==> config.mk <==
export PLATFORM = sky130hd
export DESIGN_NAME = cmtc_timer
export DESIGN_NICKNAME = d
export VERILOG_FILES = /design/src/pkg/cmtc_pkg.sv /design/src/hdl/cmtc_prescaler.sv /design/src/hdl/cmtc_channel.sv /design/src/hdl/cmtc_timer.sv
export SDC_FILE = /design/constraint.sdc
export NUM_CORES = 1
export LEC_CHECK = 0
export ABC_CLOCK_PERIOD_IN_PS = 4900
export BUFFER_PORTS_ARGS = -buffer_cell sky130_fd_sc_hd__buf_2
export CORE_MARGIN = 5
export CORE_UTILIZATION = 50
export DETAILED_ROUTE_END_ITERATION = 16
export PLACE_DENSITY = 0.62
export SLEW_MARGIN = 10
export SYNTH_ARGS = -nofsm -noshare
export SYNTH_HDL_FRONTEND = slang
export SYNTH_SLANG_ARGS = --single-unit
==> constraint.sdc <==
create_clock -name clk -period 4.9 [get_ports clk]
set_input_delay 0.98 -clock clk [delete_from_list [all_inputs] [get_ports clk]]
set_output_delay 0.98 -clock clk [all_outputs]
set_load 0.03 [all_outputs]
==> src/pkg/cmtc_pkg.sv <==
package cmtc_pkg;
   localparam int          CMTC_CHANNELS     = 5;
   localparam int          CMTC_AW           = 8;
   // register byte offsets
   localparam logic [7:0]  CMTC_RUN_OFS      = 8'h00;
   localparam logic [7:0]  CMTC_IRQ_STAT_OFS = 8'h04;
   localparam logic [7:0]  CMTC_IRQ_MASK_OFS = 8'h08;
   localparam logic [7:0]  CMTC_CH_BASE      = 8'h10;
   localparam logic [7:0]  CMTC_CH_STRIDE    = 8'h10;
   localparam logic [7:0]  CMTC_CSR_SUB      = 8'h00;
   localparam logic [7:0]  CMTC_CNT_SUB      = 8'h04;
   localparam logic [7:0]  CMTC_CONST_SUB    = 8'h08;
   // control/status field positions
   localparam int          CMTC_MATCH_BIT    = 15;
   localparam int          CMTC_WRAP_BIT     = 14;
   localparam int          CMTC_WIDTH_BIT    = 9;
   localparam int          CMTC_MODE_BIT     = 8;
   localparam int          CMTC_REQ_LSB      = 4;
   localparam int          CMTC_CLKSEL_LSB   = 0;
   // writable bits: 9, 8, 5:4, 2:0
   localparam logic [15:0] CMTC_CSR_WMASK    = 16'h0337;
   localparam logic [15:0] CMTC_RUN_WMASK    = 16'h001F;
   // reset values
   localparam logic [15:0] CMTC_CSR_RESET    = 16'h0000;
   localparam logic [31:0] CMTC_CNT_RESET    = 32'h00000000;
   localparam logic [31:0] CMTC_CONST_RESET  = 32'hFFFFFFFF;
   // prescaler divide counts, cycles of clk
   localparam int          CMTC_DIV_A        = 8;
   localparam int          CMTC_DIV_B        = 32;
   localparam int          CMTC_DIV_C        = 128;
   localparam int          CMTC_PRE_W        = 7;
   typedef enum logic [1:0] {
      CMTC_REQ_NONE = 2'b00,
      CMTC_REQ_DMA  = 2'b01,
      CMTC_REQ_IRQ  = 2'b10,
      CMTC_REQ_BAD  = 2'b11
   } cmtc_req_t;
endpackage

==> src/hdl/cmtc_prescaler.sv <==
`timescale 1ns/1ps
module cmtc_prescaler
   import cmtc_pkg::*;
(
   input  wire logic       clk,
   input  wire logic       reset_n,
   output logic [2:0]      tick_r
);
   logic [CMTC_PRE_W-1:0] pre_r;
   logic [CMTC_PRE_W-1:0] pre_nxt;
   logic [2:0]            tick_nxt;

   // one shared free-running divider keeps all channel ticks phase-aligned
   assign pre_nxt  = pre_r + CMTC_PRE_W'(1);
   assign tick_nxt = {pre_r == CMTC_PRE_W'(CMTC_DIV_C - 1),
                      pre_r[4:0] == 5'(CMTC_DIV_B - 1),
                      pre_r[2:0] == 3'(CMTC_DIV_A - 1)};

   always_ff @(posedge clk or negedge reset_n) begin
      if (!reset_n) begin
         pre_r  <= '0;
         tick_r <= 3'h0;
      end else begin
         pre_r  <= pre_nxt;
         tick_r <= tick_nxt;
      end
   end
endmodule

==> src/hdl/cmtc_channel.sv <==
`timescale 1ns/1ps
module cmtc_channel
   import cmtc_pkg::*;
(
   input  wire logic        clk,
   input  wire logic        reset_n,
   input  wire logic        run,
   input  wire logic        tick,
   input  wire logic        width16,
   input  wire logic        freerun,
   input  wire logic        match_flag,
   input  wire logic        cnt_we,
   input  wire logic        const_we,
   input  wire logic [31:0] wdata,
   output logic [31:0]      cnt_r,
   output logic [31:0]      const_r,
   output logic             match_ev_r,
   output logic             wrap_ev_r
);
   logic [31:0] cnt_nxt;
   logic [31:0] const_nxt;
   logic        step;
   logic        hit;
   logic        wrap;

   // one-shot holds while the match flag stays set
   assign step = run && tick && (freerun || !match_flag);
   assign hit  = width16 ? (cnt_r[15:0] == const_r[15:0])
                         : (cnt_r == const_r);
   assign wrap = width16 ? (cnt_r[15:0] == 16'hFFFF) : (cnt_r == 32'hFFFFFFFF);

   always_comb begin
      cnt_nxt = cnt_r;
      if (cnt_we) begin
         cnt_nxt = wdata;
      end else if (step) begin
         if (hit) begin
            cnt_nxt = CMTC_CNT_RESET;
         end else begin
            cnt_nxt = width16 ? {16'h0000, cnt_r[15:0] + 16'h0001}
                              : cnt_r + 32'h00000001;
         end
      end
   end
   assign const_nxt = const_we ? wdata : const_r;

   always_ff @(posedge clk or negedge reset_n) begin
      if (!reset_n) begin
         cnt_r      <= CMTC_CNT_RESET;
         const_r    <= CMTC_CONST_RESET;
         match_ev_r <= 1'b0;
         wrap_ev_r  <= 1'b0;
      end else begin
         cnt_r      <= cnt_nxt;
         const_r    <= const_nxt;
         match_ev_r <= step && hit;
         wrap_ev_r  <= step && wrap;
      end
   end
endmodule

==> src/hdl/cmtc_timer.sv <==
// Added by the designer: the register offsets and the strobed register port.
`timescale 1ns/1ps
// Function
// run register bits 4..0 halt (0) or run (1) each channel counter.
// reserved run bits 15..5 and control bits 13..10 read zero; software writes zero.
// match flag bit 15 sets when counter equals the constant register.
// writing 1 to match flag does nothing; it clears by writing 0 after reading it as 1.
// in one-shot mode counting resumes once the match flag is cleared.
// wrap flag bit 14 sets when the counter overflows to zero; writing 1 is ignored.
// wrap flag clears only by writing 0 after reading it as 1.
// bit 9 picks counter width, 0 for 32 bits and 1 for 16 bits.
// the chosen width also sets how many constant bits take part in compare.
// bit 8 picks mode, 0 one-shot and 1 free-running.
// software must not change non-flag control bits while the channel runs.
// each of five channels has its own 16-bit control/status register.
// bits 5:4 gate match requests: 00 none, 01 dma, 10 interrupt, 11 prohibited.
// bits 2:0 pick increment clock clk/8, clk/32, clk/128; other codes prohibited.
// overflow is detected when the counter wraps to zero with constant at all ones.
// on match the counter returns to zero; one-shot holds until the flag clears.
module cmtc_timer
   import cmtc_pkg::*;
#(
   parameter int NCH = CMTC_CHANNELS
)(
   input  wire logic               clk,
   input  wire logic               reset_n,
   input  wire logic [CMTC_AW-1:0] addr,
   input  wire logic [31:0]        wdata,
   input  wire logic               wr,
   input  wire logic               rd,
   output logic [31:0]             rdata_r,
   output logic                    irq_r,
   output logic [NCH-1:0]          dma_req_r,
   output logic [NCH-1:0]          ch_irq_r
);
   // status register holds match bits 7:0 and wrap bits 15:8, so eight channels at most
   generate
      if (NCH < 1 || NCH > 8) begin : g_bad_nch
         $error("cmtc_timer: NCH out of range");
      end
   endgenerate

   logic [15:0]     run_r;
   logic [15:0]     csr_r     [NCH];
   logic [NCH-1:0]  seen_m_r;
   logic [NCH-1:0]  seen_w_r;
   logic [15:0]     istat_r;
   logic [15:0]     imask_r;
   logic [31:0]     rdata_nxt;
   logic [2:0]      tick;
   logic [31:0]     cnt_v     [NCH];
   logic [31:0]     const_v   [NCH];
   logic [NCH-1:0]  match_ev;
   logic [NCH-1:0]  wrap_ev;
   logic [NCH-1:0]  ch_sel;
   logic [NCH-1:0]  dma_nxt;
   logic [NCH-1:0]  chirq_nxt;
   logic [15:0]     istat_nxt;
   logic            run_hit;
   logic            stat_hit;
   logic            mask_hit;

   function automatic logic [7:0] ch_base(input int n);
      ch_base = 8'(CMTC_CH_BASE + n * CMTC_CH_STRIDE);
   endfunction

   function automatic logic tick_sel(input logic [2:0] clk_code, input logic [2:0] t);
      // prohibited codes give no tick so the counter stalls
      tick_sel = (clk_code == 3'h0) ? t[0] : (clk_code == 3'h1) ? t[1] :
                 (clk_code == 3'h2) ? t[2] : 1'b0;
   endfunction

   assign run_hit  = (addr == CMTC_RUN_OFS);
   assign stat_hit = (addr == CMTC_IRQ_STAT_OFS);
   assign mask_hit = (addr == CMTC_IRQ_MASK_OFS);

   cmtc_prescaler u_pre (
      .clk     (clk),
      .reset_n (reset_n),
      .tick_r  (tick)
   );

   genvar g;
   generate
      for (g = 0; g < NCH; g = g + 1) begin : g_ch
         logic csr_hit;
         logic cnt_hit;
         logic const_hit;
         logic wr_csr;
         logic rd_csr;
         logic clr_m;
         logic clr_w;
         logic [15:0] csr_nxt;
         logic [1:0]  req;

         assign csr_hit   = (addr == ch_base(g) + CMTC_CSR_SUB);
         assign cnt_hit   = (addr == ch_base(g) + CMTC_CNT_SUB);
         assign const_hit = (addr == ch_base(g) + CMTC_CONST_SUB);
         assign ch_sel[g] = csr_hit;
         assign wr_csr    = wr && csr_hit;
         assign rd_csr    = rd && csr_hit;
         assign clr_m     = wr_csr && !wdata[CMTC_MATCH_BIT] && seen_m_r[g];
         assign clr_w     = wr_csr && !wdata[CMTC_WRAP_BIT] && seen_w_r[g];
         assign req       = csr_r[g][CMTC_REQ_LSB +: 2];

         // writes touch only control bits; flags are set-wins over clear
         always_comb begin
            csr_nxt = csr_r[g];
            if (wr_csr) begin
               csr_nxt = (csr_r[g] & ~CMTC_CSR_WMASK) | (wdata[15:0] & CMTC_CSR_WMASK);
            end
            csr_nxt[CMTC_MATCH_BIT] = match_ev[g] || (csr_r[g][CMTC_MATCH_BIT] && !clr_m);
            csr_nxt[CMTC_WRAP_BIT]  = wrap_ev[g] || (csr_r[g][CMTC_WRAP_BIT] && !clr_w);
         end

         assign dma_nxt[g]   = match_ev[g] && (req == CMTC_REQ_DMA);
         assign chirq_nxt[g] = match_ev[g] && (req == CMTC_REQ_IRQ);

         always_ff @(posedge clk or negedge reset_n) begin
            if (!reset_n) begin
               csr_r[g]    <= CMTC_CSR_RESET;
               seen_m_r[g] <= 1'b0;
               seen_w_r[g] <= 1'b0;
            end else begin
               csr_r[g]    <= csr_nxt;
               // read-as-1 arms the clear; a write or a cleared flag disarms it
               seen_m_r[g] <= rd_csr ? csr_r[g][CMTC_MATCH_BIT]
                            : (wr_csr ? 1'b0 : seen_m_r[g] && csr_r[g][CMTC_MATCH_BIT]);
               seen_w_r[g] <= rd_csr ? csr_r[g][CMTC_WRAP_BIT]
                            : (wr_csr ? 1'b0 : seen_w_r[g] && csr_r[g][CMTC_WRAP_BIT]);
            end
         end

         cmtc_channel u_ch (
            .clk        (clk),
            .reset_n    (reset_n),
            .run        (run_r[g]),
            .tick       (tick_sel(csr_r[g][CMTC_CLKSEL_LSB +: 3], tick)),
            .width16    (csr_r[g][CMTC_WIDTH_BIT]),
            .freerun    (csr_r[g][CMTC_MODE_BIT]),
            .match_flag (csr_r[g][CMTC_MATCH_BIT]),
            .cnt_we     (wr && cnt_hit),
            .const_we   (wr && const_hit),
            .wdata      (wdata),
            .cnt_r      (cnt_v[g]),
            .const_r    (const_v[g]),
            .match_ev_r (match_ev[g]),
            .wrap_ev_r  (wrap_ev[g])
         );

      end
   endgenerate

   // interrupt status: bit n = match of channel n, bit 8+n = wrap of channel n
   always_comb begin
      istat_nxt = istat_r;
      if (wr && stat_hit) begin
         istat_nxt = istat_r & ~wdata[15:0];
      end
      for (int i = 0; i < NCH; i++) begin
         if (match_ev[i]) begin
            istat_nxt[i] = 1'b1;
         end
         if (wrap_ev[i]) begin
            istat_nxt[8 + i] = 1'b1;
         end
      end
   end

   always_comb begin
      rdata_nxt = 32'h00000000;
      if (run_hit) begin
         rdata_nxt = {16'h0000, run_r};
      end else if (stat_hit) begin
         rdata_nxt = {16'h0000, istat_r};
      end else if (mask_hit) begin
         rdata_nxt = {16'h0000, imask_r};
      end else begin
         for (int i = 0; i < NCH; i++) begin
            if (ch_sel[i]) begin
               rdata_nxt = {16'h0000, csr_r[i]};
            end else if (addr == ch_base(i) + CMTC_CNT_SUB) begin
               rdata_nxt = cnt_v[i];
            end else if (addr == ch_base(i) + CMTC_CONST_SUB) begin
               rdata_nxt = const_v[i];
            end
         end
      end
   end

   always_ff @(posedge clk or negedge reset_n) begin
      if (!reset_n) begin
         run_r     <= 16'h0000;
         istat_r   <= 16'h0000;
         imask_r   <= 16'h0000;
         rdata_r   <= 32'h00000000;
         irq_r     <= 1'b0;
         dma_req_r <= '0;
         ch_irq_r  <= '0;
      end else begin
         if (wr && run_hit) begin
            run_r <= wdata[15:0] & CMTC_RUN_WMASK;
         end
         if (wr && mask_hit) begin
            imask_r <= wdata[15:0];
         end
         istat_r   <= istat_nxt;
         rdata_r   <= rd ? rdata_nxt : 32'h00000000;
         irq_r     <= |(istat_r & imask_r);
         dma_req_r <= dma_nxt;
         ch_irq_r  <= chirq_nxt;
      end
   end
endmodule

-- Yosys cells after proc, flatten, opt, wreduce, memory -nomap -nowiden
Index checks and enable logic that the tools add are counted.
- input bits: 44
- output and inout port bits: 43
- bits in registers: 510
- logic and storage cells: 380
- add/subtract/negate cells: 11
- equality and inequality tests: 60
- bitwise operators: 8
- mux-type cells: 95
- reductions and logical operators: 147
- operators by type and width (cell ; number):
    2-to-1 mux 32 bit ; 39
    adder 32 x 1 -> 32 bit, second input constant ; 5
    == test 32 bit ; 5
    == test 32 bit, second input constant ; 5
    logical AND 1 bit ; 93
    adder 16 x 1 -> 16 bit, second input constant ; 5
    == test 16 bit ; 5
    == test 16 bit, second input constant ; 5
    bitwise OR 14 x 10 -> 14 bit ; 5
    2-to-1 mux 1 bit ; 55
    == test 8 x 6 -> 1 bit, second input constant ; 6
    == test 8 x 7 -> 1 bit, second input constant ; 6
    bitwise AND 16 bit ; 2
    nonzero test 2 bit ; 15
    == test 8 x 5 -> 1 bit, second input constant ; 3
    zero test 1 bit ; 17
    inverter 16 bit ; 1
    OR reduction 16 bit ; 1
    == test 3 x 1 -> 1 bit, second input constant ; 5
    == test 3 x 2 -> 1 bit, second input constant ; 5
    zero test 3 bit ; 5
    logical OR 1 bit ; 15
    2-to-1 mux 13 bit ; 1
    == test 2 x 1 -> 1 bit, second input constant ; 5
    8 further kinds ; 12

-- Longest topological paths before layout
Gate-level depths: netlist of the first run.
- depth after elaboration: 20
- depth in mapped cells: 11
- gate-level depth less buffers: 8

-- Hierarchy
Synthesis of the first run repeated with hierarchy kept, for this count alone.
- cells, all modules: 2987
- area, all modules: 28672.5 um^2
- by module, submodules not included (module ; cells each ; area an instance (um^2) ; instances):
    cmtc_channel ; 357 ; 3679.8 ; 5
    cmtc_timer ; 1179 ; 9907.0 ; 1
    cmtc_prescaler ; 23 ; 366.6 ; 1

-- Worst setup path after synthesis of the first run
No wires, ideal clock.
- path type: input to register
- start point: input addr[1]
- end point: register rdata_r[0]
- setup time: 87 ps
- arrival: 2849 ps
- cell stages on the path: 9
- setup slack: 1964 ps
- required time: 4813 ps
- cells stage by stage: buf_4 > or4_1 > buf_2 > o22ai_4 > a21oi_1 > o21a_1 > o41ai_1 > a31oi_1 > a211oi_2
- longest elaborated chain between the ends: 20
- ends and longest elaborated chain (element ; RTL line ; RTL):
    start: declaration ; cmtc_timer.sv:27 ; input wire logic [CMTC_AW-1:0] addr,
    == test 8 x 5 -> 1 bit ; cmtc_timer.sv:184 ; end else if (addr == ch_base(i) + CMTC_CONST_SUB) begin
    2-to-1 mux 32 bit ; cmtc_timer.sv:184 ;
    2-to-1 mux 32 bit ; cmtc_timer.sv:182 ; end else if (addr == ch_base(i) + CMTC_CNT_SUB) begin
    2-to-1 mux 32 bit ; cmtc_timer.sv:180 ; if (ch_sel[i]) begin
    2-to-1 mux 32 bit ; cmtc_timer.sv:184 ;
    2-to-1 mux 32 bit ; cmtc_timer.sv:182 ;
    2-to-1 mux 32 bit ; cmtc_timer.sv:180 ;
    2-to-1 mux 32 bit ; cmtc_timer.sv:184 ;
    [4 not listed] ; -- ;
    2-to-1 mux 32 bit ; cmtc_timer.sv:180 ;
    2-to-1 mux 32 bit ; cmtc_timer.sv:184 ;
    2-to-1 mux 32 bit ; cmtc_timer.sv:182 ;
    2-to-1 mux 32 bit ; cmtc_timer.sv:180 ;
    2-to-1 mux 32 bit ; cmtc_timer.sv:176 ; end else if (mask_hit) begin
    2-to-1 mux 32 bit ; cmtc_timer.sv:174 ; end else if (stat_hit) begin
    2-to-1 mux 32 bit * ; cmtc_timer.sv:172 ; if (run_hit) begin
    2-to-1 mux 32 bit * ; cmtc_timer.sv:208 ; rdata_r <= rd ? rdata_nxt : 32'h00000000;
    end signal: assignment ; cmtc_timer.sv:208 ;
    end: declaration ; cmtc_timer.sv:31 ; output logic [31:0] rdata_r,
Every way passes the cells marked *; elsewhere a longest branch is shown, timed or not.
A chain may end at the register's enable or synchronous reset.

-- Worst setup path in the final report of the first run
- start point: input addr[4]
- end point: register rdata_r[14]
The elaborated chain is that of the path after synthesis.

==> summary.txt, run 1 <==
Power
  • VDD IR-drop max: ~0.28 mV
  • PD cells: roughly 330 nW/um^2
  • Total power: approximately 10000 uW
  • Leak: 0.01204 uW

Timing
  • Final setup TNS: 0 ns
  • # setup viols final: 0
  • RSZ-0062 raised after global routing: no
  • Final min period: around 3.5 ns
  • Final Hold Viols: 0
  • Highest Clock Rate: 0.2866 GHz
  • Pins over their slew limit: 0
  • Worst-Margin Slew: approximately 1.1 ns
  • Headroom to the max-slew limit: between 20% and 30%
  • Final worst-path cycle share: a little under three quarters
  • Clk_skew: approximately 0.028 ns

Synth
  • Syn_nets: ~2900
  • Post-synthesis register bit count: ~480
  • Syn_area_per_cell: approximately 9.6 um^2
  • Post-synth top area share: between 20 and 30%
  • EDFF count, synth: 0
  • Distinct cell type count after synthesis: 84
  • Mapped Cells: 2876
  • Yosys top cell by area: dfrtp_1
  • Ys flop type: dfrtp_1
  • Area of the mapped netlist: 27470 um^2
  • Area contributors post-synth: dfrtp_1, dfstp_2, mux2_2
  • Warnings from Yosys: 0
  • Post-synthesis sequential area ratio: 44.00%
  • Async S/R FF share, synth: between 90% and 100%

Worst setup path
  • Req. time, crit path: around 5.4 ns
  • CP endpoint kind: register
  • Setup CP Type: in -> reg
  • CP startpoint kind: input pin
  • CP cell instances: buf_2 -> buf_4 -> nor4b_2 -> buf_4 -> and2_0 -> buf_4 -> a222oi_1 -> nand3_1 -> a2111oi_0 -> nor4_1
  • Most used cell, CP: buf_4
  • Worst-path fanout max: 27
  • Data arrival time of the worst path: 3.96 ns
  • CP max stage delay: roughly 0.93 ns
  • Slowest CP cell: a2111oi_0

Clock network
  • Clk root buf: clkbuf_16
  • Clock Path Buffers: 3
  • Post-cts sizing count: 0
  • Cts hold-fix bufs: 0
  • CTS clk-pin slew, worst paths: ~0.060 ns
  • Cts bufs inserted: between 50 and 60
  • Postcts setup bufs: 0
  • Clock sink count: approximately 480
  • CTS tree: done
  • Latest clock arrival within the worst-skew pair: ~0.64 ns
  • H-tree Lvls: 2

Drt
  • DR vias: 23900
  • Drt wl/cell: 28.01 um
  • Vias per cell: approximately 6.7
  • # DRC: 0
  • Routed Antenna Nets: 0
  • 1st-iter DRT viols: around 2900
  • Final Routed Wirelength: 99850 um
  • Pre-Repair DR Iteration Count: 6

Global routing
  • Global-route wire length before repair: ~150000 um
  • Largest net degree at the start of global routing: 117
  • Vias in the first global route: 22810
  • GR Overflow Total: 0
  • Total track usage: 32.55%
  • Initial antenna violation count: 4

Place
  • GPL Wtd Cong: 0.9636
  • Buffers added on ports: 86
  • Post-DP HPWL: approximately 70000 um

Min path
  • Worst min-delay path category: reg -> reg

Die
  • DIE AREA: 59720 um^2
  • Core ar.: between 50000 and 60000 um^2
  • Initial Util: about half
  • DIE WIDTH: around 240 um
  • Row count: 86
  • Io pins: 87
  • Vert. Die Dim: 244.4 um

Job
  • Max cap viols: 0

Layout
  • Layout cells sized above 1: roughly 22%
  • Antenna cell count: 0
  • Nets: ~2900
  • Area Overhead vs Synth: 9.402%

Status
  • Status: complete, no violations
-- synthesized netlist by cell type, types with 64 or more instances --
cell type and number:
dfrtp_1 315, nand2_1 308, o21ai_0 250, mux2_2 226, xnor2_1 169, nor2_1 163, dfstp_2 160, clkbuf_1 152
a21oi_1 95, a22oi_1 83, nand3_1 69, nand4_1 68, and3_1 64
-- sequential cells by signal, summed over array words and instances, names as in the netlist, 7 cells and up --
signal,count
csr_r,45
g_ch.u_ch.cnt_r,160
g_ch.u_ch.const_r,160
imask_r,16
istat_r,16
rdata_r,32
u_pre.pre_r,7
-- worst paths after layout --
path	cells past startpoint	slack, ns	to	start
worst max-delay path	10	1.41	rdata_r[14]	addr[4]
worst min-delay path	1	0.43	u_pre.pre_r[0]	u_pre.pre_r[0]
worst max register to register	7	1.54	g_ch[1].u_ch.cnt_r[5]	g_ch[1].u_ch.cnt_r[13]
worst min register to register	1	0.43	u_pre.pre_r[0]	u_pre.pre_r[0]
max in group asynchronous	2	3.32	g_ch[1].u_ch.const_r[1]	reset_n
min in group asynchronous	1	0.46	irq_r	reset_n
-- where the power goes --
part	leakage, uW	switching, uW	internal, uW
clock network	0.000895	1750	2480
logic	0.00563	664	492
registers	0.00551	443	4200
total	0.0120	2860	7170
-- through the flow --
stage               setup WS (ns)  utilization, %  std cells  hold slack, ns  cell area (um^2)
finish                      1.411           54.87       3565          0.4340             30050
global route                1.333           54.87       3565          0.4728             30050
CTS                         1.523           54.87       3565          0.4411             30050
detailed placement         0.8779           51.52       3466          0.4323             28220
global placement           0.8811           51.52       3466          0.4298             28220
floorplan                   1.964               -       2876          0.4139             27470
-- placed cells by master, fill, tap and decap left out, types with 10 or more instances in the layout --
cell / instances
a211oi_1: 12
a21boi_0: 17
a21o_1: 26
a21oi_1: 95
a221o_1: 19
a221oi_1: 60
a222oi_1: 11
a22o_1: 13
a22oi_1: 83
a2bb2oi_1: 12
a31oi_1: 44
and2_1: 22
and3_1: 64
buf_2: 85
buf_4: 45
clkbuf_16: 53
clkbuf_8: 11
clkinv_2: 11
dfrtp_1: 315
dfstp_2: 160
inv_1: 21
mux2_2: 226
mux2i_1: 26
nand2_1: 308
nand3_1: 69
nand3b_1: 15
nand4_1: 68
nand4b_1: 15
nor2_1: 162
nor2b_1: 33
nor3_1: 41
nor4_1: 30
o21a_1: 10
o21ai_0: 250
o221ai_1: 18
o22ai_1: 45
o311ai_0: 20
or3_1: 10
xnor2_1: 169
-- worst max-delay path: cells and delay by family --
| kind | cells | cell delay [ns] |
|---|---|---|
| AOI/OAI and AO/OA | 2 | 1.28 |
| buffers and inverters | 4 | 1.11 |
| and+or+nand+nor | 4 | 0.59 |
-- routing by layer --
metal | routed length [um] | global-route usage (%)
met5 | 11 | 0
met4 | 3955 | 11.07
met3 | 9620 | 6.973
met2 | 44530 | 50.58
met1 | 41730 | 45.59
-- area by class of cell --
class / instances / area [um^2]
timing repair buffer: 136 / 878.3
multi-input combinational: 2130 / 14300
fill: 4882 / 24720
sequential: 475 / 12090
inverter: 21 / 78.83
clock buffer: 73 / 1511
tap: 704 / 880.8
clock inverter: 26 / 319.1
-- cell families after synthesis --
family / share of synthesized area (%)
fa+ha+maj: 0.3644
mux: 10.21
compound gates: 18.82
flops: 44.00
xor+xnor: 5.644
simple gates: 16.89
buf+inv: 4.072
No activity file was read; power rests on OpenSTA's default activity.
==> run 2: changes to the inputs <==
--- a/config.mk
+++ b/config.mk
@@ -5,7 +5,7 @@
 export SDC_FILE = /design/constraint.sdc
 export NUM_CORES = 1
 export LEC_CHECK = 0
-export ABC_CLOCK_PERIOD_IN_PS = 4900
+export ABC_CLOCK_PERIOD_IN_PS = 3500
 export BUFFER_PORTS_ARGS = -buffer_cell sky130_fd_sc_hd__buf_2
 export CORE_MARGIN = 5
 export CORE_UTILIZATION = 50
==> constraint.sdc (replaced) <==
create_clock -name clk -period 3.5 [get_ports clk]
set_input_delay 0.7 -clock clk [delete_from_list [all_inputs] [get_ports clk]]
set_output_delay 0.7 -clock clk [all_outputs]
set_load 0.03 [all_outputs]
==> run 2 against run 1 <==
  * Largest power group unchanged
  * Cell count grew 2.0%
  * Via count grew 2.2%
  * Utilization grew 1.1 points
  * Total power grew 41%
==> summary.txt, run 2 (synthesis results as in run 1) <==
Clock network
  • H-tree Lvls: 2
  • Post-cts sizing count: 0
  • Cts hold-fix bufs: 0
  • Clk root buf: clkbuf_16
  • CTS clk-pin slew, worst paths: around 0.060 ns
  • Clock Path Buffers: 3
  • Latest clock arrival within the worst-skew pair: ~0.62 ns
  • Postcts setup bufs: 0
  • Cts bufs inserted: between 50 and 60
  • Clock sink count: roughly 480
  • CTS tree: done

Worst setup path
  • Setup CP Type: reg -> reg
  • Req. time, crit path: 4.04 ns
  • Worst R2R End: g_ch[0].u_ch.wrap_ev_r
  • CP startpoint kind: register
  • Most used cell, CP: nand3_1
  • CP cell instances: ha_1 -> nand3_1 -> nor4_2 -> nand4_1 -> nor3_1 -> nand3_1 -> or3_1 -> a21oi_1 -> buf_4
  • Capture point of the worst path: g_ch[0].u_ch.wrap_ev_r
  • Slowest CP cell: nor4_2
  • Flop2flop setup slack: ~0.43 ns
  • Data arrival time of the worst path: 3.61 ns
  • CP startpoint: g_ch[0].u_ch.cnt_r[0]
  • CP max stage delay: 0.51 ns
  • Worst-path fanout max: 5
  • CP endpoint kind: register
  • Cell count of the worst reg-to-reg path: 9
  • Reg2reg start: g_ch[0].u_ch.cnt_r[0]

Min path
  • Worst min-delay path category: in -> async

Power
  • Leak: 0.01240 uW
  • Flop pwr share: 45.9%
  • PD cells: 461.7 nW/um^2
  • VDD IR-drop max: approximately 0.37 mV
  • Switching share of total power: ~28%
  • Clock power share: between 40% and 50%
  • Internal Power: 10200 uW
  • Fraction of power consumed by combinational cells: 12.0%
  • Net Switching: 3947 uW

Drt
  • 1st-iter DRT viols: approximately 2800
  • Final Routed Wirelength: roughly 100000 um
  • Pre-Repair DR Iteration Count: 6
  • Routed Antenna Nets: 0
  • Drt wl/cell: between 20 and 30 um
  • DR vias: between 20000 and 25000
  • # DRC: 0
  • Vias per cell: between 6 and 7

Place
  • Buffers added on ports: 86
  • GPL Wtd Cong: about 1
  • Pre-CTS setup slack: 0.08422 ns
  • Post-DP HPWL: about 73000 um

Die
  • DIE WIDTH: around 240 um
  • Vert. Die Dim: approximately 240 um
  • DIE AREA: about 60000 um^2
  • Row count: 86
  • Io pins: 87
  • Initial Util: about half
  • Core ar.: 54770 um^2

Global routing
  • Met2 Use GR: 51.69%
  • Initial antenna violation count: 6
  • Grt met3 use: 6.995%
  • Most used routing layer: met2
  • Global-route wire length before repair: approximately 150000 um
  • Total track usage: between 30% and 40%
  • GR Overflow Total: 0
  • Met1 Use GR: a little under half
  • Largest net degree at the start of global routing: 78
  • Vias in the first global route: around 24000

Timing
  • RSZ-0062 raised after global routing: no
  • Worst-Margin Slew: approximately 1.0 ns
  • Highest Clock Rate: between 0.3 and 0.4 GHz
  • Final setup TNS: 0 ns
  • # setup viols final: 0
  • Pins over their slew limit: 0
  • Final Hold Viols: 0
  • Final min period: 3.070 ns
  • Final worst-path cycle share: about 88%
  • Headroom to the max-slew limit: 30.63%
  • Clk_skew: 0.04351 ns
  • Setup ws final: between 0.4 and 0.5 ns

Layout
  • Register Area: around 12000 um^2
  • Area Overhead vs Synth: 11.57%
  • Top flop regs: g_ch.u_ch.cnt_r x160, g_ch.u_ch.const_r x160, csr_r x45
  • Area taken by multi-input logic gates: roughly 14000 um^2
  • Commonest non-fill, non-tap cell in the layout: dfrtp_1
  • Most frequent cells in the layout: dfrtp_1, nand2_1, o21ai_0
  • Layout cells sized above 1: 23.74%
  • Nets: ~2900
  • Fill count: approximately 4800

Job
  • Max cap viols: 0

Status
  • Status: complete, no violations
## run 2: worst min-delay path by stage
stage               cells after the start  slack, ns              to
finish                                  1       0.07     ch_irq_r[4]
detailed placement                      1       0.44  u_pre.pre_r[0]
global placement                        1       0.43  u_pre.pre_r[0]
floorplan                               0       0.40     ch_irq_r[0]
global route                            1       0.09      istat_r[6]
CTS                                     1       0.07     ch_irq_r[4]
## run 2: worst max-delay path: cells and delay by family (launching register included)
family	cells	cell delay [ns]
AOI/OAI and AO/OA	1	0.15
adders and majority gates	1	0.25
buffers and inverters	1	0.15
DFF	1	0.45
and+or+nand+nor	6	2.00
## run 2: layout make-up
type,count,area share [%]
multi-input combinational,2130,46.65
antenna,1,0.008166
sequential,475,39.44
clock buffer,82,4.981
tap,704,2.874
clock inverter,18,1.004
inverter,21,0.2572
timing repair buffer,206,4.785
## run 2: through the flow
stage / hold slack [ns] / total power [uW] / std cells / instance area [um^2] / utilization (%)
final: 0.06846 / 14150 / 3637 / 30640 / 55.95
after global routing: 0.09432 / 14650 / 3637 / 30640 / 55.95
after CTS: 0.06969 / 14190 / 3636 / 30640 / 55.95
after detailed placement: 0.4422 / 8223 / 3536 / 28810 / 52.60
after global placement: 0.4280 / 8178 / 3536 / 28810 / 52.60
after floorplan: 0.4044 / 7467 / 2876 / 27470 / -
## run 2: power by group through the flow
stage                     Clock [uW]  Sequential [uW]  Combinational, uW
after floorplan                    0             6250               1220
after global placement             0             6540               1640
after detailed placement           0             6550               1670
after CTS                       6050             6460               1680
after global routing            6280             6530               1850
final                           5960             6490               1700
## run 2: layer usage
metal  share of wire (%)  vias up
met3                 9.3      243
li1                    -    10660
met5               0.037        -
met4                 4.5        6
met1                  41    12210
met2                  45     1295
